### src/design/host_link_char_uart_map.vh
// Register map, field positions, reset values and sizes of the host link character port
`ifndef HOST_LINK_CHAR_UART_MAP_VH
`define HOST_LINK_CHAR_UART_MAP_VH

// ****************************************************************
// Register byte addresses
// ****************************************************************
`define ADDR_CHAR_DATA_PORT      32'hFF201000
`define ADDR_UART_CONTROL_STATUS 32'hFF201004
`define ADDR_EVT_STATUS          32'hFF201008
`define ADDR_EVT_CLEAR           32'hFF20100C
`define ADDR_EVT_ENABLE          32'hFF201010

// ****************************************************************
// Field positions
// ****************************************************************
`define COUNT_MSB             31
`define COUNT_LSB             16
`define RX_VALID_BIT          15
`define CHAR_MSB              7
`define CHAR_LSB              0
`define RX_IRQ_ENABLE_BIT     0
`define TX_IRQ_ENABLE_BIT     1
`define RX_IRQ_PENDING_BIT    8
`define TX_IRQ_PENDING_BIT    9
`define HOST_TOUCHED_BIT      10
`define EVT_HOST_TOUCH_BIT    0
`define EVT_RX_DROP_BIT       1
`define EVT_TX_DROP_BIT       2
`define EVT_WIDTH             3

// ****************************************************************
// Sizes, thresholds and reset values
// ****************************************************************
`define FIFO_DEPTH            7'h40
`define FIFO_AW               6
`define IRQ_THRESHOLD         7'h07
`define RST_ENABLES           2'h0
`define RST_HOST_TOUCHED      1'h0
`define RST_EVT               3'h0

`endif

### src/design/char_fifo.v
// Sixty-four entry byte FIFO with occupancy count
`include "host_link_char_uart_map.vh"

module char_fifo (
    input  wire       clk,
    input  wire       rst,
    input  wire       push,
    input  wire [7:0] push_data,
    input  wire       pop,
    output wire [7:0] head_data,
    output wire       full,
    output wire       empty,
    output wire [6:0] count
);

    reg [7:0]             mem [0:63];
    reg [`FIFO_AW-1:0]    wr_ptr_q;
    reg [`FIFO_AW-1:0]    rd_ptr_q;
    reg [6:0]             count_q;
    wire                  do_push;
    wire                  do_pop;

    assign full      = (count_q == `FIFO_DEPTH);
    assign empty     = (count_q == 7'h00);
    assign count     = count_q;
    assign head_data = mem[rd_ptr_q];
    // A push while full is dropped; stored contents stay put
    assign do_push   = push & ~full;
    assign do_pop    = pop & ~empty;

    // ****************************************************************
    // Storage
    // ****************************************************************
    always @(posedge clk) begin
        if (do_push) begin
            mem[wr_ptr_q] <= push_data;
        end
    end

    // ****************************************************************
    // Pointers and count
    // ****************************************************************
    always @(posedge clk) begin
        if (rst) begin
            wr_ptr_q <= 6'h00;
            rd_ptr_q <= 6'h00;
            count_q  <= 7'h00;
        end else begin
            if (do_push) begin
                wr_ptr_q <= wr_ptr_q + 6'h01;
            end
            if (do_pop) begin
                rd_ptr_q <= rd_ptr_q + 6'h01;
            end
            if (do_push & ~do_pop) begin
                count_q <= count_q + 7'h01;
            end else if (do_pop & ~do_push) begin
                count_q <= count_q - 7'h01;
            end
        end
    end

endmodule // char_fifo

### src/design/host_link_char_uart.v
// Character port between a host link and processor software, with APB registers
//
// Behaviour
// - Processor sees a 32-bit data register and a control register one word above.
// - Bytes flow host to processor and processor to host.
// - Host characters enter a sixty-four entry receive FIFO.
// - Receive count is shown in data register bits 31 to 16.
// - A host character arriving with receive FIFO full is discarded.
// - With receive data present, bit 15 valid is one and count shows the bytes left after this one.
// - Data read returns head byte in bits 7..0, pops it, shows decremented count.
// - Data read with empty receive FIFO returns valid zero and byte zero.
// - Bytes for the host wait in a sixty-four entry transmit FIFO.
// - Data register write pushes bits 7..0 into the transmit FIFO.
// - Data register write never touches the receive FIFO or its count.
// - Free transmit entries are shown in control register bits 31 to 16.
// - A write while the transmit FIFO is full is dropped.
// - Host access sets control bit 10, held until software clears it.
// - Enabled interrupts request while receive count or transmit space exceeds seven.
// - Pending bits show the conditions and fall when their cause goes away.
`include "host_link_char_uart_map.vh"

module host_link_char_uart (
    input  wire        clk,
    input  wire        rst,
    // APB slave
    input  wire        psel,
    input  wire        penable,
    input  wire        pwrite,
    input  wire [31:0] paddr,
    input  wire [31:0] pwdata,
    output reg  [31:0] prdata,
    output wire        pready,
    output reg         pslverr,
    // Host link side
    input  wire        host_clk,
    input  wire        host_wr_en,
    input  wire [7:0]  host_wr_data,
    input  wire        host_rd_en,
    output reg  [7:0]  host_rd_data,
    output reg         host_rd_valid,
    // Interrupt
    output wire        irq
);

    // ****************************************************************
    // Declarations
    // ****************************************************************
    reg  [1:0]              irq_en_q;
    reg                     host_touched_q;
    reg  [`EVT_WIDTH-1:0]   evt_status_q;
    reg  [`EVT_WIDTH-1:0]   evt_enable_q;
    reg                     pop_ok_q;

    reg                     hclk_s1;
    reg                     hclk_s2;
    reg                     hclk_s3;
    reg                     hwr_s1;
    reg                     hwr_s2;
    reg                     hrd_s1;
    reg                     hrd_s2;
    reg  [7:0]              hdat_s1;
    reg  [7:0]              hdat_s2;

    wire                    host_edge;
    wire                    host_push;
    wire                    host_pop;
    wire                    host_touch;

    wire                    setup_ph;
    wire                    access_ph;
    wire                    wr_acc;
    wire                    rd_acc;
    wire                    sel_data;
    wire                    sel_ctrl;
    wire                    sel_status;
    wire                    sel_clear;
    wire                    sel_enable;
    wire                    addr_ok;

    wire                    rx_full;
    wire                    rx_empty;
    wire [6:0]              rx_count;
    wire [7:0]              rx_head;
    wire                    rx_pop;

    wire                    tx_full;
    wire                    tx_empty;
    wire [6:0]              tx_count;
    wire [7:0]              tx_head;
    wire                    tx_push;
    wire [6:0]              tx_space;

    wire                    rx_irq_pending;
    wire                    tx_irq_pending;
    wire [`EVT_WIDTH-1:0]   evt_set;
    wire [`EVT_WIDTH-1:0]   evt_clr;

    reg  [31:0]             rd_mux;
    reg  [6:0]              rx_count_after;

    // ****************************************************************
    // Host link synchronisers
    // ****************************************************************
    always @(posedge clk) begin
        if (rst) begin
            hclk_s1 <= 1'h0;
            hclk_s2 <= 1'h0;
            hclk_s3 <= 1'h0;
            hwr_s1  <= 1'h0;
            hwr_s2  <= 1'h0;
            hrd_s1  <= 1'h0;
            hrd_s2  <= 1'h0;
            hdat_s1 <= 8'h00;
            hdat_s2 <= 8'h00;
        end else begin
            hclk_s1 <= host_clk;
            hclk_s2 <= hclk_s1;
            hclk_s3 <= hclk_s2;
            hwr_s1  <= host_wr_en;
            hwr_s2  <= hwr_s1;
            hrd_s1  <= host_rd_en;
            hrd_s2  <= hrd_s1;
            hdat_s1 <= host_wr_data;
            hdat_s2 <= hdat_s1;
        end
    end

    // Rising edge of the host clock, seen after synchronisation
    assign host_edge  = hclk_s2 & ~hclk_s3;
    assign host_push  = host_edge & hwr_s2;
    assign host_pop   = host_edge & hrd_s2 & ~tx_empty;
    assign host_touch = host_edge & (hwr_s2 | hrd_s2);

    // ****************************************************************
    // Host side transmit output
    // ****************************************************************
    always @(posedge clk) begin
        if (rst) begin
            host_rd_data  <= 8'h00;
            host_rd_valid <= 1'h0;
        end else if (host_edge) begin
            host_rd_valid <= host_pop;
            if (host_pop) begin
                host_rd_data <= tx_head;
            end
        end
    end

    // ****************************************************************
    // FIFOs
    // ****************************************************************
    // Host bytes enter here; overflow is dropped inside the FIFO
    char_fifo u_rx_fifo (
        .clk       (clk),
        .rst       (rst),
        .push      (host_push),
        .push_data (hdat_s2),
        .pop       (rx_pop),
        .head_data (rx_head),
        .full      (rx_full),
        .empty     (rx_empty),
        .count     (rx_count)
    );

    // Processor bytes wait here for the host
    char_fifo u_tx_fifo (
        .clk       (clk),
        .rst       (rst),
        .push      (tx_push),
        .push_data (pwdata[`CHAR_MSB:`CHAR_LSB]),
        .pop       (host_pop),
        .head_data (tx_head),
        .full      (tx_full),
        .empty     (tx_empty),
        .count     (tx_count)
    );

    assign tx_space = `FIFO_DEPTH - tx_count;

    // ****************************************************************
    // APB decode
    // ****************************************************************
    assign setup_ph   = psel & ~penable;
    assign access_ph  = psel & penable;
    assign pready     = 1'h1;
    assign sel_data   = (paddr == `ADDR_CHAR_DATA_PORT);
    assign sel_ctrl   = (paddr == `ADDR_UART_CONTROL_STATUS);
    assign sel_status = (paddr == `ADDR_EVT_STATUS);
    assign sel_clear  = (paddr == `ADDR_EVT_CLEAR);
    assign sel_enable = (paddr == `ADDR_EVT_ENABLE);
    assign addr_ok    = sel_data | sel_ctrl | sel_status | sel_clear | sel_enable;
    assign wr_acc     = access_ph & pwrite & addr_ok;
    assign rd_acc     = access_ph & ~pwrite & addr_ok;

    // Writes to the data port only feed the transmit FIFO
    assign tx_push    = wr_acc & sel_data;
    // Pop only when the setup phase saw a valid byte
    assign rx_pop     = rd_acc & sel_data & pop_ok_q;

    // ****************************************************************
    // Read data
    // ****************************************************************
    always @* begin
        rx_count_after = rx_empty ? 7'h00 : (rx_count - 7'h01);
        rd_mux = 32'h00000000;
        if (sel_data) begin
            rd_mux[`COUNT_MSB:`COUNT_LSB] = {9'h000, rx_count_after};
            rd_mux[`RX_VALID_BIT]         = ~rx_empty;
            rd_mux[`CHAR_MSB:`CHAR_LSB]   = rx_empty ? 8'h00 : rx_head;
        end else if (sel_ctrl) begin
            rd_mux[`COUNT_MSB:`COUNT_LSB]  = {9'h000, tx_space};
            rd_mux[`HOST_TOUCHED_BIT]      = host_touched_q;
            rd_mux[`TX_IRQ_PENDING_BIT]    = tx_irq_pending;
            rd_mux[`RX_IRQ_PENDING_BIT]    = rx_irq_pending;
            rd_mux[`TX_IRQ_ENABLE_BIT]     = irq_en_q[1];
            rd_mux[`RX_IRQ_ENABLE_BIT]     = irq_en_q[0];
        end else if (sel_status) begin
            rd_mux[`EVT_WIDTH-1:0] = evt_status_q;
        end else if (sel_enable) begin
            rd_mux[`EVT_WIDTH-1:0] = evt_enable_q;
        end
    end

    // Read data is captured in the setup phase and held for the access phase
    always @(posedge clk) begin
        if (rst) begin
            prdata   <= 32'h00000000;
            pslverr  <= 1'h0;
            pop_ok_q <= 1'h0;
        end else if (setup_ph) begin
            prdata   <= pwrite ? 32'h00000000 : rd_mux;
            pslverr  <= ~addr_ok;
            pop_ok_q <= ~pwrite & sel_data & ~rx_empty;
        end else if (access_ph) begin
            pop_ok_q <= 1'h0;
        end
    end

    // ****************************************************************
    // Control register
    // ****************************************************************
    always @(posedge clk) begin
        if (rst) begin
            irq_en_q       <= `RST_ENABLES;
            host_touched_q <= `RST_HOST_TOUCHED;
        end else begin
            if (wr_acc & sel_ctrl) begin
                irq_en_q[0] <= pwdata[`RX_IRQ_ENABLE_BIT];
                irq_en_q[1] <= pwdata[`TX_IRQ_ENABLE_BIT];
            end
            // Host access sets, write one clears, set wins
            if (host_touch) begin
                host_touched_q <= 1'h1;
            end else if (wr_acc & sel_ctrl & pwdata[`HOST_TOUCHED_BIT]) begin
                host_touched_q <= 1'h0;
            end
        end
    end

    // ****************************************************************
    // FIFO level interrupts
    // ****************************************************************
    assign rx_irq_pending = irq_en_q[0] & (rx_count > `IRQ_THRESHOLD);
    assign tx_irq_pending = irq_en_q[1] & (tx_space > `IRQ_THRESHOLD);

    // ****************************************************************
    // Event status, clear and enable
    // ****************************************************************
    assign evt_set[`EVT_HOST_TOUCH_BIT] = host_touch;
    assign evt_set[`EVT_RX_DROP_BIT]    = host_push & rx_full;
    assign evt_set[`EVT_TX_DROP_BIT]    = tx_push & tx_full;
    assign evt_clr = (wr_acc & sel_clear) ? pwdata[`EVT_WIDTH-1:0] : `RST_EVT;

    genvar gi;
    generate
        for (gi = 0; gi < `EVT_WIDTH; gi = gi + 1) begin : g_evt
            always @(posedge clk) begin
                if (rst) begin
                    evt_status_q[gi] <= 1'h0;
                end else if (evt_set[gi]) begin
                    evt_status_q[gi] <= 1'h1;
                end else if (evt_clr[gi]) begin
                    evt_status_q[gi] <= 1'h0;
                end
            end
        end
    endgenerate

    always @(posedge clk) begin
        if (rst) begin
            evt_enable_q <= `RST_EVT;
        end else if (wr_acc & sel_enable) begin
            evt_enable_q <= pwdata[`EVT_WIDTH-1:0];
        end
    end

    // One level request for the processor
    assign irq = rx_irq_pending | tx_irq_pending | (|(evt_status_q & evt_enable_q));

endmodule // host_link_char_uart

### config.mk
export PLATFORM = sky130hd
export DESIGN_NAME = host_link_char_uart
export DESIGN_NICKNAME = d
export VERILOG_FILES = /design/src/design/char_fifo.v /design/src/design/host_link_char_uart.v
export VERILOG_INCLUDE_DIRS = /design/src /design/src/design
export SDC_FILE = /design/constraint.sdc
export NUM_CORES = 1
export LEC_CHECK = 0
export BUFFER_PORTS_ARGS = -buffer_cell sky130_fd_sc_hd__buf_2
export CAP_MARGIN = 10
export CORE_MARGIN = 4
export CORE_UTILIZATION = 28
export CTS_CLUSTER_DIAMETER = 120
export DETAILED_ROUTE_END_ITERATION = 16
export GPL_TIMING_DRIVEN = 0
export PLACE_DENSITY = 0.52
export RECOVER_POWER = 100
export SYNTH_ARGS = -nofsm -noshare
export SYNTH_HDL_FRONTEND = slang
export SYNTH_SLANG_ARGS = --single-unit
### constraint.sdc
create_clock -name clk -period 4.4 [get_ports clk]
set_clock_uncertainty 0.15 [all_clocks]
set_input_delay 0.44 -clock clk [delete_from_list [all_inputs] [get_ports clk]]
set_output_delay 0.44 -clock clk [all_outputs]
set_load 0.01 [all_outputs]
==> impl_metrics.yaml <==
flow_run:
  max-cap-violations: 17
routing:
  postRouteAntennaNets: 0
  totalWireLength_um: 121000
  firstDrtPassIters: 5
  drtIter0Drc: 2493
  vias: 23948
  drc: 0
  vias_per_cell: 4.92
  post_drt_wl_per_cell_um: 24.9
sta:
  rsz0062_at_grt: "false"
  finalMaxSlewViolations: 755
  tns_ps: 0
  hold_viol: 0
  setup_viol: 0
  timing.fmax_ghz: 0.236
  setup_slack_ps: 171
  fin_crit_ps: 4230
  worst_pin_slew_ps: 3590
  finalHoldWorstSlack_ps: 118
  slew_headroom_pct: -139
  period_share_pct: 96.1
yosys:
  syn_area_sq_um: 44700
  syn-mean-instance-area_sq_um: 18.2
  synth_most_common_cell: "edfxtp_1"
  synth_enable_flop_cells: 1024
  synth_top_area_cell: "edfxtp_1"
  synth-seq-cells: 1130
  synth_top_area_share_pct: 68.9
  yosysWarnings: 0
  synth_area_leaders: "edfxtp_1 69%, mux4_2 12%, dfxtp_1 4.8%"
  synth_cells: 2458
  seq_area_frac_synth_pct: 73.6
  synth_cell_type_count: 70
  synthTopCellsByCount: "1024 x edfxtp_1, 232 x mux4_2, 194 x nor2_1, 106 x dfxtp_1, 90 x mux2i_1"
  synth-main-ff-cell: "edfxtp_1"
  async_flop_share_pct: 0
die:
  die_w_um: 407
  initial_utilization_pct: 28.2
  fp.dieH_um: 407
  num_rows: 146
  dieArea_sq_um: 166000
  ioPinCount: 124
  core_sq_um: 158000
global_route:
  antenna_found_initial: 4
  grt_overflow: 0
  grt_max_degree: 68
  grt_pass1_wl_um: 174000
  grt_pass1_vias: 24000
  grt_usage_pct: 14.2
outcome:
  status: "complete, but fails checks"
  violations: "capacitance limit, slew limit"
cells_and_area:
  layout-drive-gt1-share_pct: 18.7
  syn_to_final_growth_pct: 15.5
  nFillCells: 15241
  multiInputGateArea_sq_um: 11100
  fin_nets: 2796
  register_area_sq_um: 32900
cts:
  clkLatencyLatePin_ps: 700
  cts_sinks: 1130
  cts_buffers: 110
  cts_buffer_depth: 3
  clkTransAtPathRegs_ps: 60
  cts_htree_levels: 3
  cts_setup_buffers: 0
  cts_root_buf: "clkbuf_16"
  cts_tree: "built"
power_and_ir_drop:
  peakVddDrop_mv: 0.311
  power_density_nw_per_um2: 418
  p_clk_share_pct: 44.5
  internal_power_mw: 17.3
  pwr-share-comb_pct: 1.2
  power.total_mw: 21.6
  pwr-share-seq_pct: 54.3
  p_leak_nw: 15.5
  p_sw_mw: 4.25
  p_sw_share_pct: 19.7
place:
  dpl_worst_slack_ps: -314
  numPortBuffers: 85
  gp_congestion: 0.921
  dp_hpwl_um: 80100
setup_path:
  cp_data_required_time_ps: 4800
  cp_slowest_stage_delay_ps: 880
  slowest_stage: "nor2_1"
  start_kind: "flip-flop"
  path_common_cell: "buf_2"
  cp_max_fo: 10
  path_class: "reg -> reg"
  cp.arrival_ps: 4630
  crit_chain: "buf_2 -> buf_4 -> buf_2 -> buf_2 -> nor2_1 -> a22oi_1 -> nand3_1 -> a41oi_1 -> o31ai_1 -> a21oi_1"
  critPathCaptureType: "flip-flop"
hold_path:
  hp-class: "in -> reg"
[critical path, delay by kind of cell, from the launching register on]
kind                   cells  cell delay (ps)
AOI/OAI and AO/OA          4             1380
buffers and inverters      4             1140
DFF                        1              300
and+or+nand+nor            2             1060
[flip-flops by register name, summed over array words and instances (netlist names), 2 cells and up, named ones only]
name                count
u_tx_fifo.mem         512
u_rx_fifo.wr_ptr_q      6
prdata                 19
u_rx_fifo.rd_ptr_q      6
u_rx_fifo.mem         512
irq_en_q                2
hdat_s2                 8
u_tx_fifo.count         7
hdat_s1                 8
u_tx_fifo.rd_ptr_q      6
u_tx_fifo.wr_ptr_q      6
u_rx_fifo.count         7
evt_enable_q            3
host_rd_data            8
evt_status_q            3
[repair_timing]
| item | 4_1_cts | 5_1_grt |
|---|---|---|
| gates resized for setup | 4 | 8 |
| hold endpoints to repair | 14 | 0 |
| setup endpoints to repair | 7 | 4 |
| hold buffers | 15 | 0 |
[path summary, 6_finish.rpt]
path | start | end | slack, ps | cells after the start
max | flip-flop | prdata[7] | 170 | 10
min | paddr[4] | pslverr | 120 | 5
max reg2reg | flip-flop | prdata[7] | 170 | 10
min reg2reg | hdat_s1[0] | hdat_s2[0] | 290 | 1
[power groups by stage]
stage / combinational, mW / sequential, mW / clock, mW
2_1_floorplan: 0.0601 / 11.9 / 0
3_3_place_gp: 0.197 / 12.0 / 0
3_5_place_dp: 0.265 / 11.9 / 0
4_1_cts: 0.277 / 11.7 / 9.80
5_1_grt: 0.281 / 11.7 / 10.2
6_report: 0.257 / 11.7 / 9.59
[metal layers]
metal	GRT usage (%)	wire length, um	vias up
met3	2.27	6970	192
met1	20.3	54800	12633
met2	22.4	55800	795
li1	-	-	10324
met4	4.26	3320	4
met5	0	27	-
[area by class of cell]
cell class	count	share of cell area [%]
Antenna cell	4	0.0194
Timing Repair Buffer	118	1.20
Clock inverter	51	1.13
Sequential cell	1130	63.7
Multi-Input combinational cell	1170	21.5
Buffer	150	1.29
Tap cell	2072	5.03
Inverter	19	0.146
Clock buffer	154	5.95
[logic make-up after synthesis]
family,count (synthesis),share of synthesized area (%)
AOI/OAI and AO/OA,248,3.65
xor gates and xnor gates,31,0.608
adders and majority gates,17,0.493
buffers and inverters,170,1.65
DFF,1130,73.6
muxes,337,14.1
other,2,0.0168
and+or+nand+nor,523,5.86
[metrics by stage]
stage | instance area [sq um] | utilization (%) | instances
6_report | 51600 | 32.6 | 4868
5_1_grt | 51600 | 32.6 | 4864
4_1_cts | 51800 | 32.7 | 4858
3_5_place_dp | 48000 | 30.3 | 4639
3_3_place_gp | 47700 | 30.1 | 4627
2_1_floorplan | 44700 | - | 2470
[cells in the final DEF (no fill, tap or decap), types with 15 or more instances in the layout]
cell and n:
o21ai_0 20, buf_2 62, edfxtp_1 1024, or3_1 16
nand3_1 47, dlygate4sd3_1 15, dfxtp_1 105, mux2i_1 90
clkbuf_16 112, nor2_1 195, nor2b_1 73, ha_1 15
inv_1 17, xor2_1 20, clkbuf_1 166, buf_4 20
a211oi_1 42, nand2_1 82, a22oi_1 38, buf_1 22
clkinv_2 20, a21oi_1 86, mux4_2 232, nand4_1 23
Note: power is estimated with default switching activity, not from simulation.
